<file path="src/design/spi_flags_pkg.sv">
package spi_flags_pkg;

  // ----------------------------------------------------------------
  // Register addresses on the special function register port
  // ----------------------------------------------------------------
  localparam logic [7:0] CFG_ADDR  = 8'hA1;
  localparam logic [7:0] CKR_ADDR  = 8'hA2;
  localparam logic [7:0] DAT_ADDR  = 8'hA3;
  localparam logic [7:0] CTL_ADDR  = 8'hF8;

  // ----------------------------------------------------------------
  // Field positions
  // ----------------------------------------------------------------
  localparam int CFG_BUSY_BIT  = 7;
  localparam int CFG_MST_BIT   = 6;
  localparam int CFG_PHA_BIT   = 5;
  localparam int CFG_POL_BIT   = 4;
  localparam int CFG_SEL_BIT   = 3;
  localparam int CFG_SELECT_LINE_RAW_INPUT_BIT = 2;
  localparam int CFG_SHIFTER_EMPTY_BIT  = 1;
  localparam int CFG_RECEIVE_BUFFER_EMPTY_BIT = 0;
  localparam int CTL_DONE_BIT  = 7;
  localparam int CTL_WRITE_COLLISION_FLAG_BIT  = 6;
  localparam int CTL_MODE_FAULT_FLAG_BIT  = 5;
  localparam int CTL_OVR_BIT   = 4;
  localparam int CTL_MD_HI_BIT = 3;
  localparam int CTL_MD_LO_BIT = 2;
  localparam int CTL_TXE_BIT   = 1;
  localparam int CTL_EN_BIT    = 0;

  // ----------------------------------------------------------------
  // Reset values and encodings
  // ----------------------------------------------------------------
  localparam logic [7:0] CFG_RESET    = 8'h07;
  localparam logic [7:0] CTL_RESET    = 8'h06;
  localparam logic [7:0] CKR_RESET    = 8'h00;
  localparam logic [1:0] MD_THREE     = 2'h0;
  localparam logic [1:0] MD_MULTI     = 2'h1;
  localparam logic [3:0] LAST_EDGE    = 4'hF;
  localparam logic [7:0] ZERO_BYTE    = 8'h00;

  // ----------------------------------------------------------------
  // Timing
  // ----------------------------------------------------------------
  localparam longint SYS_CLK_HZ     = 25_000_000;
  localparam longint MAX_MASTER_HZ  = 12_500_000;
  localparam longint MIN_HALF_RAW   = (SYS_CLK_HZ + 2 * MAX_MASTER_HZ - 1) / (2 * MAX_MASTER_HZ);
  localparam logic [8:0] MIN_HALF   = (MIN_HALF_RAW < 1) ? 9'h001 : 9'(MIN_HALF_RAW);

  typedef enum logic {XFER_IDLE, XFER_ACTIVE} xfer_state_t;

endpackage : spi_flags_pkg

</file>
<file path="src/design/spi_flags_clocking_config.sv">
// What this block does
// - Set transfer done after every byte.
// - Flags raise interrupt; only software clears them.
// - Data write with full buffer flags collision.
// - Colliding write is dropped, buffer kept.
// - Master in multi-master mode, select low: fault.
// - Mode fault clears master and enable bits.
// - Slave completion with unread byte flags overrun.
// - Overrun keeps old byte, drops new one.
// - Config bit 5 selects clock phase.
// - Phase 0 first edge, 1 second edge.
// - Config bit 4 sets clock idle level.
// - Bit-rate divider only used as master.
// - Master rate at most half clock, 12.5MHz.
// - Transmit-only slave receives up to quarter clock.
// - Busy bit 7 high during any transfer.
// - Config bit 6 chooses slave or master.
// - Select mode 01 makes select an input.
// - Bytes shift most significant bit first.
// - Slave counts edges, completes after eight bits.
`timescale 1ns/1ns
`default_nettype none

module spi_flags_clocking_config (
  // Clock and reset.
  input  wire  logic       core_clk,
  input  wire  logic       rst_n,
  // Special function register port.
  input  wire  logic [7:0] sfr_addr,
  input  wire  logic       sfr_wr,
  input  wire  logic       sfr_rd,
  input  wire  logic [7:0] sfr_wdata,
  output logic       [7:0] sfr_rdata,
  // Interrupt.
  input  wire  logic       int_enable,
  output logic             irq,
  // Serial clock pin.
  input  wire  logic       sck_in,
  output logic             sck_out,
  output logic             sck_oe,
  // Master-out data pin.
  input  wire  logic       mosi_in,
  output logic             mosi_out,
  output logic             mosi_oe,
  // Master-in data pin.
  input  wire  logic       miso_in,
  output logic             miso_out,
  output logic             miso_oe,
  // Select pin.
  input  wire  logic       select_line_in,
  output logic             select_line_out,
  output logic             select_line_oe
);
  import spi_flags_pkg::*;

  // ----------------------------------------------------------------
  // State
  // ----------------------------------------------------------------
  logic        master_select_q, clock_phase_select_q, clock_polarity_select_q;
  logic        unit_enable_q;
  logic [1:0]  select_line_mode_q;
  logic        done_flag_q, write_collision_flag_flag_q, mode_fault_flag_flag_q, ovr_flag_q;
  logic [7:0]  bit_rate_divider_q;
  logic [7:0]  tx_buf_q, rx_hold_q, shifter_q;
  logic        tx_full_q, rx_full_q, loaded_q, out_bit_q;
  logic [3:0]  edge_idx_q;
  logic [8:0]  div_cnt_q;
  logic        sck_q, sck_prev_q, sel_prev_q, selected_q;
  logic        sck_oe_q, mosi_oe_q, miso_oe_q, sel_out_q, sel_oe_q, irq_q;
  logic [7:0]  rdata_q;
  xfer_state_t state_q;

  // ----------------------------------------------------------------
  // Decode and shared events
  // ----------------------------------------------------------------
  logic       wr_cfg, wr_ctl, wr_ckr, wr_dat, rd_dat;
  logic       multi_mode, selected, slave_act, busy;
  logic [8:0] half_lim;
  logic       edge_ev, sample_edge, last_edge, din;
  logic [7:0] shift_next, rx_byte;
  logic       start_master, load_ev, mode_fault_flag_ev, write_collision_flag_ev, sel_fall;
  logic       unread, push_ok, ovr_ev, buf_in_ready, buf_out_valid, buf_pop;
  logic [7:0] buf_out_data;

  assign wr_cfg = sfr_wr && (sfr_addr == CFG_ADDR);
  assign wr_ctl = sfr_wr && (sfr_addr == CTL_ADDR);
  assign wr_ckr = sfr_wr && (sfr_addr == CKR_ADDR);
  assign wr_dat = sfr_wr && (sfr_addr == DAT_ADDR);
  assign rd_dat = sfr_rd && (sfr_addr == DAT_ADDR);

  // Select is an input only in mode 01; three-wire mode is always selected.
  assign multi_mode = (select_line_mode_q == MD_MULTI);
  assign selected   = (select_line_mode_q == MD_THREE) || !select_line_in;
  assign slave_act  = unit_enable_q && !master_select_q && selected;
  assign sel_fall   = multi_mode && sel_prev_q && !select_line_in;

  // Half period is the divider plus one, floored so the master never
  // outruns half the core clock or the absolute rate ceiling.
  assign half_lim = ({1'b0, bit_rate_divider_q} + 9'h001 < MIN_HALF) ? MIN_HALF
                  : {1'b0, bit_rate_divider_q} + 9'h001;

  // Master edges come from the divider, slave edges from the pin.
  assign edge_ev = master_select_q
                 ? (state_q == XFER_ACTIVE) && (div_cnt_q == half_lim - 9'h001)
                 : slave_act && (sck_in != sck_prev_q);

  // Phase 0 samples on even edges (first of each bit), phase 1 on odd.
  assign sample_edge = edge_ev && (edge_idx_q[0] == clock_phase_select_q);
  assign last_edge   = edge_ev && (edge_idx_q == LAST_EDGE);
  assign din         = master_select_q ? miso_in : mosi_in;
  assign shift_next  = {shifter_q[6:0], din};
  assign rx_byte     = sample_edge ? shift_next : shifter_q;

  // Master waits for buffer room so a finished byte always has a slot.
  assign start_master = (state_q == XFER_IDLE) && unit_enable_q && master_select_q
                      && tx_full_q && buf_in_ready;
  assign load_ev = start_master
                 || (!master_select_q && unit_enable_q && tx_full_q
                     && (!loaded_q || last_edge) && (edge_idx_q == 4'h0 || last_edge));

  assign mode_fault_flag_ev = master_select_q && multi_mode && !select_line_in;
  assign write_collision_flag_ev = wr_dat && tx_full_q;

  // A byte still in the buffer or the holding register counts as unread.
  assign unread  = rx_full_q || buf_out_valid;
  assign push_ok = last_edge && (master_select_q || (!unread && buf_in_ready));
  assign ovr_ev  = last_edge && !master_select_q && (unread || !buf_in_ready);
  assign buf_pop = buf_out_valid && (!rx_full_q || master_select_q);

  assign busy = (state_q == XFER_ACTIVE)
              || (!master_select_q && edge_idx_q != 4'h0);

  // ----------------------------------------------------------------
  // Receive path buffer
  // ----------------------------------------------------------------
  // Dropped bytes never enter, so the buffer holds at most one in slave use.
  rx_two_entry_fifo #(
    .WIDTH (8),
    .DEPTH (2)
  ) u_rx_fifo (
    .core_clk  (core_clk),
    .rst_n     (rst_n),
    .in_valid  (push_ok),
    .in_data   (rx_byte),
    .in_ready  (buf_in_ready),
    .out_valid (buf_out_valid),
    .out_data  (buf_out_data),
    .out_ready (!rx_full_q || master_select_q)
  );

  // ----------------------------------------------------------------
  // Configuration and control bits
  // ----------------------------------------------------------------
  // A mode fault wins over a software write in the same cycle.
  always_ff @(posedge core_clk) begin
    if (!rst_n) begin
      master_select_q         <= CFG_RESET[CFG_MST_BIT];
      clock_phase_select_q    <= CFG_RESET[CFG_PHA_BIT];
      clock_polarity_select_q <= CFG_RESET[CFG_POL_BIT];
      unit_enable_q           <= CTL_RESET[CTL_EN_BIT];
      select_line_mode_q      <= CTL_RESET[CTL_MD_HI_BIT:CTL_MD_LO_BIT];
      bit_rate_divider_q      <= CKR_RESET;
    end else begin
      if (wr_cfg) begin
        master_select_q         <= sfr_wdata[CFG_MST_BIT];
        clock_phase_select_q    <= sfr_wdata[CFG_PHA_BIT];
        clock_polarity_select_q <= sfr_wdata[CFG_POL_BIT];
      end
      if (wr_ctl) begin
        unit_enable_q      <= sfr_wdata[CTL_EN_BIT];
        select_line_mode_q <= sfr_wdata[CTL_MD_HI_BIT:CTL_MD_LO_BIT];
      end
      if (wr_ckr) begin
        bit_rate_divider_q <= sfr_wdata;
      end
      if (mode_fault_flag_ev) begin
        master_select_q <= 1'b0;
        unit_enable_q   <= 1'b0;
      end
    end
  end

  // ----------------------------------------------------------------
  // Event flags
  // ----------------------------------------------------------------
  // Hardware never clears these; a set in the clearing cycle still wins.
  always_ff @(posedge core_clk) begin
    if (!rst_n) begin
      done_flag_q <= CTL_RESET[CTL_DONE_BIT];
      write_collision_flag_flag_q <= CTL_RESET[CTL_WRITE_COLLISION_FLAG_BIT];
      mode_fault_flag_flag_q <= CTL_RESET[CTL_MODE_FAULT_FLAG_BIT];
      ovr_flag_q  <= CTL_RESET[CTL_OVR_BIT];
    end else begin
      done_flag_q <= (wr_ctl ? sfr_wdata[CTL_DONE_BIT] : done_flag_q) || last_edge;
      write_collision_flag_flag_q <= (wr_ctl ? sfr_wdata[CTL_WRITE_COLLISION_FLAG_BIT] : write_collision_flag_flag_q) || write_collision_flag_ev;
      mode_fault_flag_flag_q <= (wr_ctl ? sfr_wdata[CTL_MODE_FAULT_FLAG_BIT] : mode_fault_flag_flag_q) || mode_fault_flag_ev;
      ovr_flag_q  <= (wr_ctl ? sfr_wdata[CTL_OVR_BIT] : ovr_flag_q) || ovr_ev;
    end
  end

  // ----------------------------------------------------------------
  // Transmit and receive holding registers
  // ----------------------------------------------------------------
  // A write into a full transmit buffer is thrown away untouched.
  always_ff @(posedge core_clk) begin
    if (!rst_n) begin
      tx_buf_q  <= ZERO_BYTE;
      tx_full_q <= 1'b0;
      rx_hold_q <= ZERO_BYTE;
      rx_full_q <= 1'b0;
    end else begin
      if (wr_dat && !tx_full_q) begin
        tx_buf_q  <= sfr_wdata;
        tx_full_q <= 1'b1;
      end else if (load_ev) begin
        tx_full_q <= 1'b0;
      end
      if (buf_pop) begin
        rx_hold_q <= buf_out_data;
        rx_full_q <= 1'b1;
      end else if (rd_dat) begin
        rx_full_q <= 1'b0;
      end
    end
  end

  // ----------------------------------------------------------------
  // Shift engine
  // ----------------------------------------------------------------
  // The outgoing bit is updated on non-sampling edges so it is stable
  // across the sampling edge in both phase settings.
  always_ff @(posedge core_clk) begin
    if (!rst_n) begin
      shifter_q <= ZERO_BYTE;
      out_bit_q <= 1'b0;
      loaded_q  <= 1'b0;
    end else begin
      if (load_ev) begin
        shifter_q <= tx_buf_q;
        out_bit_q <= tx_buf_q[7];
      end else if (sample_edge) begin
        shifter_q <= shift_next;
      end else if (edge_ev) begin
        out_bit_q <= shifter_q[7];
      end
      if (load_ev) begin
        loaded_q <= 1'b1;
      end else if (last_edge || !unit_enable_q) begin
        loaded_q <= 1'b0;
      end
    end
  end

  // Edge counter; in three-wire slave use only a disable resets it.
  always_ff @(posedge core_clk) begin
    if (!rst_n) begin
      edge_idx_q <= 4'h0;
    end else if (!unit_enable_q || start_master || (sel_fall && !master_select_q)) begin
      edge_idx_q <= 4'h0;
    end else if (edge_ev) begin
      edge_idx_q <= edge_idx_q + 4'h1;
    end
  end

  // Master sequencer and divider.
  always_ff @(posedge core_clk) begin
    if (!rst_n) begin
      state_q   <= XFER_IDLE;
      div_cnt_q <= 9'h000;
    end else begin
      unique case (state_q)
        XFER_IDLE: begin
          div_cnt_q <= 9'h000;
          if (start_master) begin
            state_q <= XFER_ACTIVE;
          end
        end
        XFER_ACTIVE: begin
          div_cnt_q <= edge_ev ? 9'h000 : div_cnt_q + 9'h001;
          if (last_edge || !unit_enable_q || !master_select_q) begin
            state_q <= XFER_IDLE;
          end
        end
      endcase
    end
  end

  // Serial clock rests at the polarity level outside a transfer.
  always_ff @(posedge core_clk) begin
    if (!rst_n) begin
      sck_q <= CFG_RESET[CFG_POL_BIT];
    end else if (state_q != XFER_ACTIVE) begin
      sck_q <= clock_polarity_select_q;
    end else if (edge_ev) begin
      sck_q <= ~sck_q;
    end
  end

  // ----------------------------------------------------------------
  // Pin sampling, drivers and interrupt
  // ----------------------------------------------------------------
  always_ff @(posedge core_clk) begin
    if (!rst_n) begin
      sck_prev_q <= 1'b0;
      sel_prev_q <= 1'b1;
      selected_q <= 1'b0;
    end else begin
      sck_prev_q <= sck_in;
      sel_prev_q <= select_line_in;
      selected_q <= !select_line_in;
    end
  end

  // Enables are registered so every pin output comes from a flop.
  always_ff @(posedge core_clk) begin
    if (!rst_n) begin
      sck_oe_q  <= 1'b0;
      mosi_oe_q <= 1'b0;
      miso_oe_q <= 1'b0;
      sel_out_q <= 1'b1;
      sel_oe_q  <= 1'b0;
      irq_q     <= 1'b0;
    end else begin
      sck_oe_q  <= unit_enable_q && master_select_q;
      mosi_oe_q <= unit_enable_q && master_select_q;
      miso_oe_q <= slave_act;
      sel_out_q <= select_line_mode_q[0];
      sel_oe_q  <= unit_enable_q && select_line_mode_q[1];
      irq_q     <= int_enable
                && (done_flag_q || write_collision_flag_flag_q || mode_fault_flag_flag_q || ovr_flag_q);
    end
  end

  // ----------------------------------------------------------------
  // Register read port
  // ----------------------------------------------------------------
  // Data read returns the holding register; the flag drop is above.
  always_ff @(posedge core_clk) begin
    if (!rst_n) begin
      rdata_q <= ZERO_BYTE;
    end else if (sfr_rd) begin
      unique case (sfr_addr)
        CFG_ADDR: rdata_q <= {busy, master_select_q, clock_phase_select_q,
                              clock_polarity_select_q, selected_q, select_line_in,
                              master_select_q || (!loaded_q && edge_idx_q == 4'h0),
                              master_select_q || !rx_full_q};
        CTL_ADDR: rdata_q <= {done_flag_q, write_collision_flag_flag_q, mode_fault_flag_flag_q, ovr_flag_q,
                              select_line_mode_q, !tx_full_q, unit_enable_q};
        CKR_ADDR: rdata_q <= bit_rate_divider_q;
        DAT_ADDR: rdata_q <= rx_hold_q;
        default:  rdata_q <= ZERO_BYTE;
      endcase
    end
  end

  assign sfr_rdata       = rdata_q;
  assign irq             = irq_q;
  assign sck_out         = sck_q;
  assign sck_oe          = sck_oe_q;
  assign mosi_out        = out_bit_q;
  assign mosi_oe         = mosi_oe_q;
  assign miso_out        = out_bit_q;
  assign miso_oe         = miso_oe_q;
  assign select_line_out = sel_out_q;
  assign select_line_oe  = sel_oe_q;

endmodule : spi_flags_clocking_config

`default_nettype wire

</file>
<file path="src/design/rx_two_entry_fifo.sv">
`timescale 1ns/1ns
`default_nettype none

module rx_two_entry_fifo #(
  parameter int WIDTH = 8,
  parameter int DEPTH = 2
) (
  // Clock and reset.
  input  wire  logic             core_clk,
  input  wire  logic             rst_n,
  // Filling side.
  input  wire  logic             in_valid,
  input  wire  logic [WIDTH-1:0] in_data,
  output logic                   in_ready,
  // Draining side.
  output logic                   out_valid,
  output logic [WIDTH-1:0]       out_data,
  input  wire  logic             out_ready
);

  localparam int PW = (DEPTH > 1) ? $clog2(DEPTH) : 1;

  generate
    if (DEPTH < 2 || (DEPTH & (DEPTH - 1)) != 0) begin : g_bad_depth
      $error("rx_two_entry_fifo needs a power-of-two depth of at least 2.");
    end
  endgenerate

  logic [WIDTH-1:0] mem_q [DEPTH];
  logic [PW-1:0]    wr_ptr_q;
  logic [PW-1:0]    rd_ptr_q;
  logic [PW:0]      count_q;
  logic             push;
  logic             pop;

  // Full and empty come straight from the occupancy count.
  assign in_ready  = (count_q != (PW+1)'(DEPTH));
  assign out_valid = (count_q != '0);
  assign out_data  = mem_q[rd_ptr_q];
  assign push      = in_valid && in_ready;
  assign pop       = out_valid && out_ready;

  // Storage is written only on an accepted push.
  always_ff @(posedge core_clk) begin
    if (push) begin
      mem_q[wr_ptr_q] <= in_data;
    end
  end

  // Pointers wrap naturally because the depth is a power of two.
  always_ff @(posedge core_clk) begin
    if (!rst_n) begin
      wr_ptr_q <= '0;
      rd_ptr_q <= '0;
      count_q  <= '0;
    end else begin
      if (push) begin
        wr_ptr_q <= wr_ptr_q + 1'b1;
      end
      if (pop) begin
        rd_ptr_q <= rd_ptr_q + 1'b1;
      end
      if (push && !pop) begin
        count_q <= count_q + 1'b1;
      end else if (pop && !push) begin
        count_q <= count_q - 1'b1;
      end
    end
  end

endmodule : rx_two_entry_fifo

`default_nettype wire

</file>
<file path="config.mk">
export PLATFORM = sky130hd
export DESIGN_NAME = spi_flags_clocking_config
export DESIGN_NICKNAME = d
export VERILOG_FILES = /design/src/design/spi_flags_pkg.sv /design/src/design/spi_flags_clocking_config.sv /design/src/design/rx_two_entry_fifo.sv
export SDC_FILE = /design/constraint.sdc
export NUM_CORES = 1
export LEC_CHECK = 0
export BUFFER_PORTS_ARGS = -buffer_cell sky130_fd_sc_hd__buf_2
export CORE_MARGIN = 5
export CORE_UTILIZATION = 50
export DETAILED_ROUTE_END_ITERATION = 12
export PLACE_DENSITY_LB_ADDON = 0.1
export SYNTH_ARGS = -nofsm -noshare
export SYNTH_HDL_FRONTEND = slang
export SYNTH_SLANG_ARGS = --single-unit
</file>
<file path="constraint.sdc">
create_clock -name core_clk -period 7 [get_ports core_clk]
set_clock_uncertainty 0.1 [all_clocks]
set_input_delay 0 -clock core_clk [delete_from_list [all_inputs] [get_ports core_clk]]
set_output_delay 0 -clock core_clk [all_outputs]
set_load 0.02 [all_outputs]
</file>
# Yosys cells after proc, flatten, opt, wreduce, memory -nomap -nowiden
# Memories as Yosys holds them, arrays and structs flattened. A register that Yosys moved wholly into a read port is not among the register bits.
# Index checks and enable logic that the tools add are counted.
[word_totals]
regBits = 73
latch_bits = 0
mem_bits_rw = 16
mem_bits_ro = 0
in_bits = 25
out_inout_bits = 17
word_cells = 169
mem_count = 1
[classes]
add_sub_neg = 8
mul = 0
n_div = 0
n_lt_le_gt_ge = 1
n_eq_ne = 12
shifts = 0
mux = 30
bitwise_logic = 3
reduce_logical = 82
[mem_list]
columns = ["name", "depth", "width", "read_ports", "rd_ports_with_merged_regs", "write_ports", "line_no", "rtl"]
rows = [
  ["u_rx_fifo.mem_q", 2, 8, 1, 1, 1, "rx_two_entry_fifo.sv:29", "logic [WIDTH-1:0] mem_q [DEPTH];"],
]
[op_table]
columns = ["op", "count"]
rows = [
  ["1-bit logical AND", 38],
  ["8-bit equality test, second input constant", 4],
  ["8-bit case mux with 4 select lines", 1],
  ["1-bit logical OR", 21],
  ["1-bit two-way mux", 21],
  ["9-bit two-way mux", 2],
  ["9-bit case mux with 2 select lines", 1],
  ["8-bit two-way mux", 2],
  ["2-bit nonzero test", 6],
  ["1-bit logical NOT", 11],
  ["8-bit by 1-bit adder with 9-bit output, second input constant", 1],
  ["9-bit by 1-bit adder with 9-bit output, second input constant", 1],
  ["9-bit equality test", 1],
  ["9-bit by 1-bit < comparator with 1-bit output, second input constant", 1],
  ["9-bit by 1-bit subtractor with 9-bit output, second input constant", 1],
  ["4-bit by 1-bit adder with 4-bit output, second input constant", 1],
  ["4-bit equality test, second input constant", 1],
  ["4-bit logical NOT", 1],
  ["2-bit two-way mux", 2],
  ["2-bit by 1-bit != test with 1-bit output, second input constant", 2],
  ["4-bit nonzero test", 1],
  ["2-bit OR reduction", 2],
  ["1-bit inverter", 3],
  ["1-bit adder, second input constant", 2],
  ["9 further kinds", 9],
]

# Logic depth before layout (Yosys ltp)
[logic_depth]
depth_word = 14
depth_mapped = 19
mapped_depth_nobuf = 17

# Cells and area by module
# From an unflattened synthesis, not the netlist that was laid out.
[hier_totals]
cells_unflattened = 523
hier_area_um2 = 4998.5
[modules_own_cells]
columns = ["mod", "n_inst", "cells_per_inst", "area_per_inst_um2", "seq_area_each_um2"]
rows = [
  ["spi_flags_clocking_config", 1, 473, 4189.0, 1541.5],
  ["rx_two_entry_fifo", 1, 50, 809.5, 580.6],
]

# Worst setup path after synthesis
# No wires, ideal clock.
[synth_timing]
path_kind = "reg2reg"
startpoint = "reg bit_rate_divider_q[0]"
endpoint = "reg u_rx_fifo.count_q[1]"
setup_ns = 0.071
arrival_time_ns = 4.218
required_time_ns = 6.829
setup_slack_ns = 2.611
stages_incl_launch_ff = 18
n_path_buf = 2
synth_period_minus_slack_ns = 4.389
cell_sequence = "dfxtp_1 > ha_1 > and2_1 > buf_6 > a211o_1 > o31ai_4 > a41oi_1 > ha_1 > xor2_1 > and3_1 > nor4b_1 > o211ai_1 > or4_1 > buf_6 > a211oi_4 > ha_1 > or3_1 > a21oi_1"
[synth_via]
elab_chain_cells = 13
elab_cells_between_ends = 15
cone_classes = "add/sub (2); order compare (1); eq/ne (1); mux (3); reduce/logical (8)"
[synth_lines]
columns = ["element", "line_no", "rtl"]
rows = [
  ["from (decl)", "spi_flags_clocking_config.sv:63", "logic [7:0] bit_rate_divider_q;"],
  ["from (signal assigned)", "spi_flags_clocking_config.sv:174", "bit_rate_divider_q <= sfr_wdata;"],
  ["8-bit by 1-bit adder with 9-bit output *", "spi_flags_clocking_config.sv:99, spi_flags_clocking_config.sv:100", ""],
  ["9-bit by 1-bit < comparator with 1-bit output", "spi_flags_clocking_config.sv:99", "assign half_lim = ({1'b0, bit_rate_divider_q} + 9'h001 < MIN_HALF) ? MIN_HALF"],
  ["9-bit two-way mux *", "spi_flags_clocking_config.sv:99", ""],
  ["9-bit by 1-bit subtractor with 9-bit output *", "spi_flags_clocking_config.sv:104", "? (state_q == XFER_ACTIVE) && (div_cnt_q == half_lim - 9'h001)"],
  ["9-bit equality test *", "spi_flags_clocking_config.sv:104", ""],
  ["1-bit logical AND *", "spi_flags_clocking_config.sv:104", ""],
  ["1-bit two-way mux *", "spi_flags_clocking_config.sv:104", ""],
  ["1-bit logical AND *", "spi_flags_clocking_config.sv:109", "assign last_edge = edge_ev && (edge_idx_q == LAST_EDGE);"],
  ["1-bit logical AND *", "spi_flags_clocking_config.sv:126", "assign push_ok = last_edge && (master_select_q || (!unread && buf_in_ready));"],
  ["1-bit logical AND *", "rx_two_entry_fifo.sv:40", "assign push = in_valid && in_ready;"],
  ["net u_rx_fifo.push", "rx_two_entry_fifo.sv:33", "logic push;"],
  ["1-bit logical NOT", "rx_two_entry_fifo.sv:65", "end else if (pop && !push) begin"],
  ["1-bit logical AND", "rx_two_entry_fifo.sv:65", ""],
  ["2-bit nonzero test (no source line)", "-", ""],
  ["to (signal assigned)", "rx_two_entry_fifo.sv:64", "count_q <= count_q + 1'b1;"],
  ["to (signal assigned)", "rx_two_entry_fifo.sv:66", "count_q <= count_q - 1'b1;"],
  ["to (decl)", "rx_two_entry_fifo.sv:32", "logic [PW:0] count_q;"],
]
# The timed path passes the listed nets; every way through them passes the cells marked *.
# A chain may end at the register's enable or synchronous reset.

# Worst setup path in the final report
# Ends and elaborated chain as after synthesis.

==> key figures <==
Synthesis
  – Share of flip-flops with an asynchronous set or reset: 0
  – Primary FF master, synth: dfxtp_1
  – Number of synthesized flops with an enable pin: 16
  – Post-Synthesis Cells: 536
  – Yosys warnings: 0
  – Netlist cell types: 59
  – Syn Std Cell Area: 4910 µm²
  – Syn nets: 567
  – Syn avg cell area: 9.16 µm²
  – Yosys reg bits: 97
  – Sequential element share of the synthesized area: 0.428

Clock network
  – Clock tree buffer depth: 2
  – Post CTS Setup Buffer Count: 0
  – CTS Sinks: 97
  – H-tree depth: 3
  – CTS buffer count: 9
  – Clk Latency, worst-skew pair: 0.39 ns
  – CTS Root Cell: clkbuf_8
  – CTS tree: yes
  – Clock transition at the registers of the reported paths: 0.11 ns

Pwr
  – Pleak: between 2 and 2.5 nW
  – Clock share of power: 0.382
  – Comb pwr share: 0.040
  – Sw Share: 0.261
  – Part of the power in registers: 0.578
  – Pint: 0.725 mW
  – Cell Pwr Density: 177 nW/µm²
  – Worst vdd ir: 0.0887 mV
  – P_sw: 0.256 mW

Placement
  – # port buffers: 41
  – Post-DP HPWL: ~9.2 mm
  – GPL Wtd Cong: a little over 0.9
  – Placed cell count: 680

Route
  – # DRC: 0
  – Vias per cell: 5.79
  – Detailed-route via count: around 4200
  – Pre-Repair DR Iteration Count: 5
  – Antenna-violating nets left: 0
  – Post-DR wirelength/cell: between 15 and 20 µm
  – Routed WL: 12.8 mm
  – Iter 0 DRT Violations: 329

Timing
  – Tmin final: 4.97 ns
  – Final Cycle Share: 0.710
  – Relative slew margins: 0.226
  – Setup violations, final: 0
  – Post-route setup TNS: 0 ns
  – Final Hold Viols: 0
  – Slew @ Worst Pin: around 1.2 ns
  – Pins Over Slew Limit: 0
  – RSZ-0062 raised after global routing: false
  – Fmax: 201 MHz

Critical path
  – Req. time, crit path: 7.22 ns
  – Critical path origin: bit_rate_divider_q[0]
  – Flop2flop setup slack: 2.03 ns
  – Reg2reg path depth: 15
  – Crit. End Element: flop
  – WS Path Type: reg2reg
  – Reg-to-Reg End: u_rx_fifo.count_q[1]
  – Crit path to: u_rx_fifo.count_q[1]
  – CP Data Arrival Time: 5.19 ns
  – Worst setup SP type: flop
  – CP max FO: 8
  – Critical R2R Launch: bit_rate_divider_q[0]

Layout
  – Fillers: 896
  – Final core occ: 0.574
  – Final nets: 610
  – Share of cells above drive strength 1: 0.142
  – Most common cell after layout, fill and taps aside: dfxtp_1
  – Layout area overhead: 13.1%
  – ANT cells: 0
  – Most frequent cells in the layout: dfxtp_1 (81), nor2_1 (64), nand2_1 (46), buf_2 (41), mux2i_1 (33)
  – Final non-filler cell total: 717

Floorplanning
  – Die W: 109 µm
  – Core Box Area: 9680 µm²
  – Die H: roughly 110 µm
  – Die area: ~12000 µm²
  – Io pins: 42
  – Row count: 36
  – Initial core utilization: 0.507

Global routing
  – Vias in the first global route: around 3900
  – Pin count of the biggest net entering global routing: 51
  – First-pass GRT wire length: 20.5 mm
  – GR Overflow Total: 0
  – Initial antenna violation count: 0
  – GRT Total Usage: 0.223

Flow run
  – Max_cap viols: 0

Status
  – Status: complete, no violations

Hold path
  – Worst min path class: in2reg
  – Hold path depth: 3
==> cell families after synthesis <==
| logic type | count (synthesis) | share of synthesized area |
|---|---|---|
| compound gates | 102 | 0.154 |
| xor+xnor | 28 | 0.0499 |
| fa+ha+maj | 6 | 0.0153 |
| buf+inv | 47 | 0.0446 |
| flops | 97 | 0.428 |
| mux | 48 | 0.102 |
| simple gates | 208 | 0.206 |
==> Yosys cell counts, types with 2 or more instances <==
library cell,number,share of area
nand2b_1,5,0.0064
nor3_1,16,0.016
xnor2_1,11,0.020
clkbuf_1,22,0.017
mux2_2,15,0.034
inv_1,14,0.011
a211o_1,3,0.0054
dfxtp_1,81,0.33
a41oi_1,2,0.0036
a221oi_1,4,0.0071
xor2_1,17,0.030
and2_1,5,0.0064
a21oi_1,20,0.020
a31oi_1,3,0.0038
buf_6,4,0.0092
o2111ai_1,3,0.0054
a222oi_1,5,0.010
mux2i_1,33,0.067
o21ai_0,15,0.015
o31ai_1,2,0.0031
o211ai_1,18,0.028
a311oi_1,2,0.0036
nand4_1,6,0.0076
nand3b_1,7,0.011
nor4_1,2,0.0025
edfxtp_1,16,0.098
nor2_1,64,0.049
a211oi_1,9,0.014
or4_1,3,0.0046
ha_1,6,0.015
nand3_1,23,0.023
a21o_1,3,0.0046
nand2_1,46,0.035
or3_1,3,0.0038
and3_1,19,0.024
buf_1,3,0.0023
o21a_1,2,0.0031
buf_4,3,0.0046
==> through the flow <==
stage | power, mW | hold WS [ns] | instance area (µm²) | worst slack (ns)
2_1_floorplan | 0.594 | -0.0161 | 4910 | 2.61
3_3_place_gp | 0.610 | 0.127 | 5140 | 2.22
3_5_place_dp | 0.610 | 0.132 | 5140 | 2.06
4_1_cts | 0.990 | 0.00146 | 5550 | 2.03
5_1_grt | 1.02 | 0.0259 | 5550 | 1.64
6_report | 0.981 | 0.0148 | 5550 | 2.03
==> power groups by stage <==
stage               clock network (mW)  registers [mW]  logic (mW)
floorplan                            0           0.580      0.0144
global placement                     0           0.580      0.0306
detailed placement                   0           0.580      0.0309
CTS                              0.384           0.567      0.0392
global route                     0.406           0.567      0.0421
finish                           0.375           0.567      0.0393
==> what timing repair did <==
action,in CTS,in global routing
hold buffers,21,0
endpoints found under the hold margin,38,0
gates resized for setup,0,0
==> critical path, stage by stage (launching register included) <==
cell and delay [ns]:
dfxtp_1 0.49, ha_1 0.30, and2_1 0.29, nand2_1 0.16
o31ai_4 0.30, a41oi_1 0.19, ha_1 0.33, xor2_1 0.13
and3_1 0.18, nor4b_1 0.30, o211ai_1 0.19, or4_1 0.76
a211oi_4 0.36, ha_1 0.31, or3_1 0.37, a21oi_1 0.13
==> worst min-delay path by stage <==
stage / from / end / slack [ns]
6_report: mosi_in / u_rx_fifo.mem_q[0][0] / 0.01
5_1_grt: mosi_in / u_rx_fifo.mem_q[0][0] / 0.03
4_1_cts: mosi_in / u_rx_fifo.mem_q[0][0] / 0.001
3_5_place_dp: sck_in / sck_prev_q / 0.13
3_3_place_gp: sck_in / sck_prev_q / 0.13
2_1_floorplan: select_line_in / selected_q / -0.02
==> sequential cells by signal, summed over array words and instances, names as in the netlist, 2 cells and up <==
name                flops
shifter_q               8
select_line_mode_q      2
u_rx_fifo.mem_q        16
sfr_rdata               8
edge_idx_q              4
bit_rate_divider_q      8
div_cnt_q               9
u_rx_fifo.count_q       2
rx_hold_q               8
tx_buf_q                8
==> metal layers <==
metal,track usage,part of all wire
met1,0.299,0.46
met3,0.0444,0.054
met2,0.358,0.47
met4,0.0730,0.020
met5,0,0
==> layout make-up <==
cell class | instances | area, µm² | area share
multi-input cells | 392 | 2590 | 0.466
inverters | 14 | 52.6 | 0.00946
clock buffers | 9 | 124 | 0.0223
repair buffers | 65 | 438 | 0.0788
flip-flops and latches | 97 | 2100 | 0.378
clock inverters | 7 | 81.3 | 0.0146
well taps | 133 | 166 | 0.0300
No activity file was read; power rests on OpenSTA's default activity.
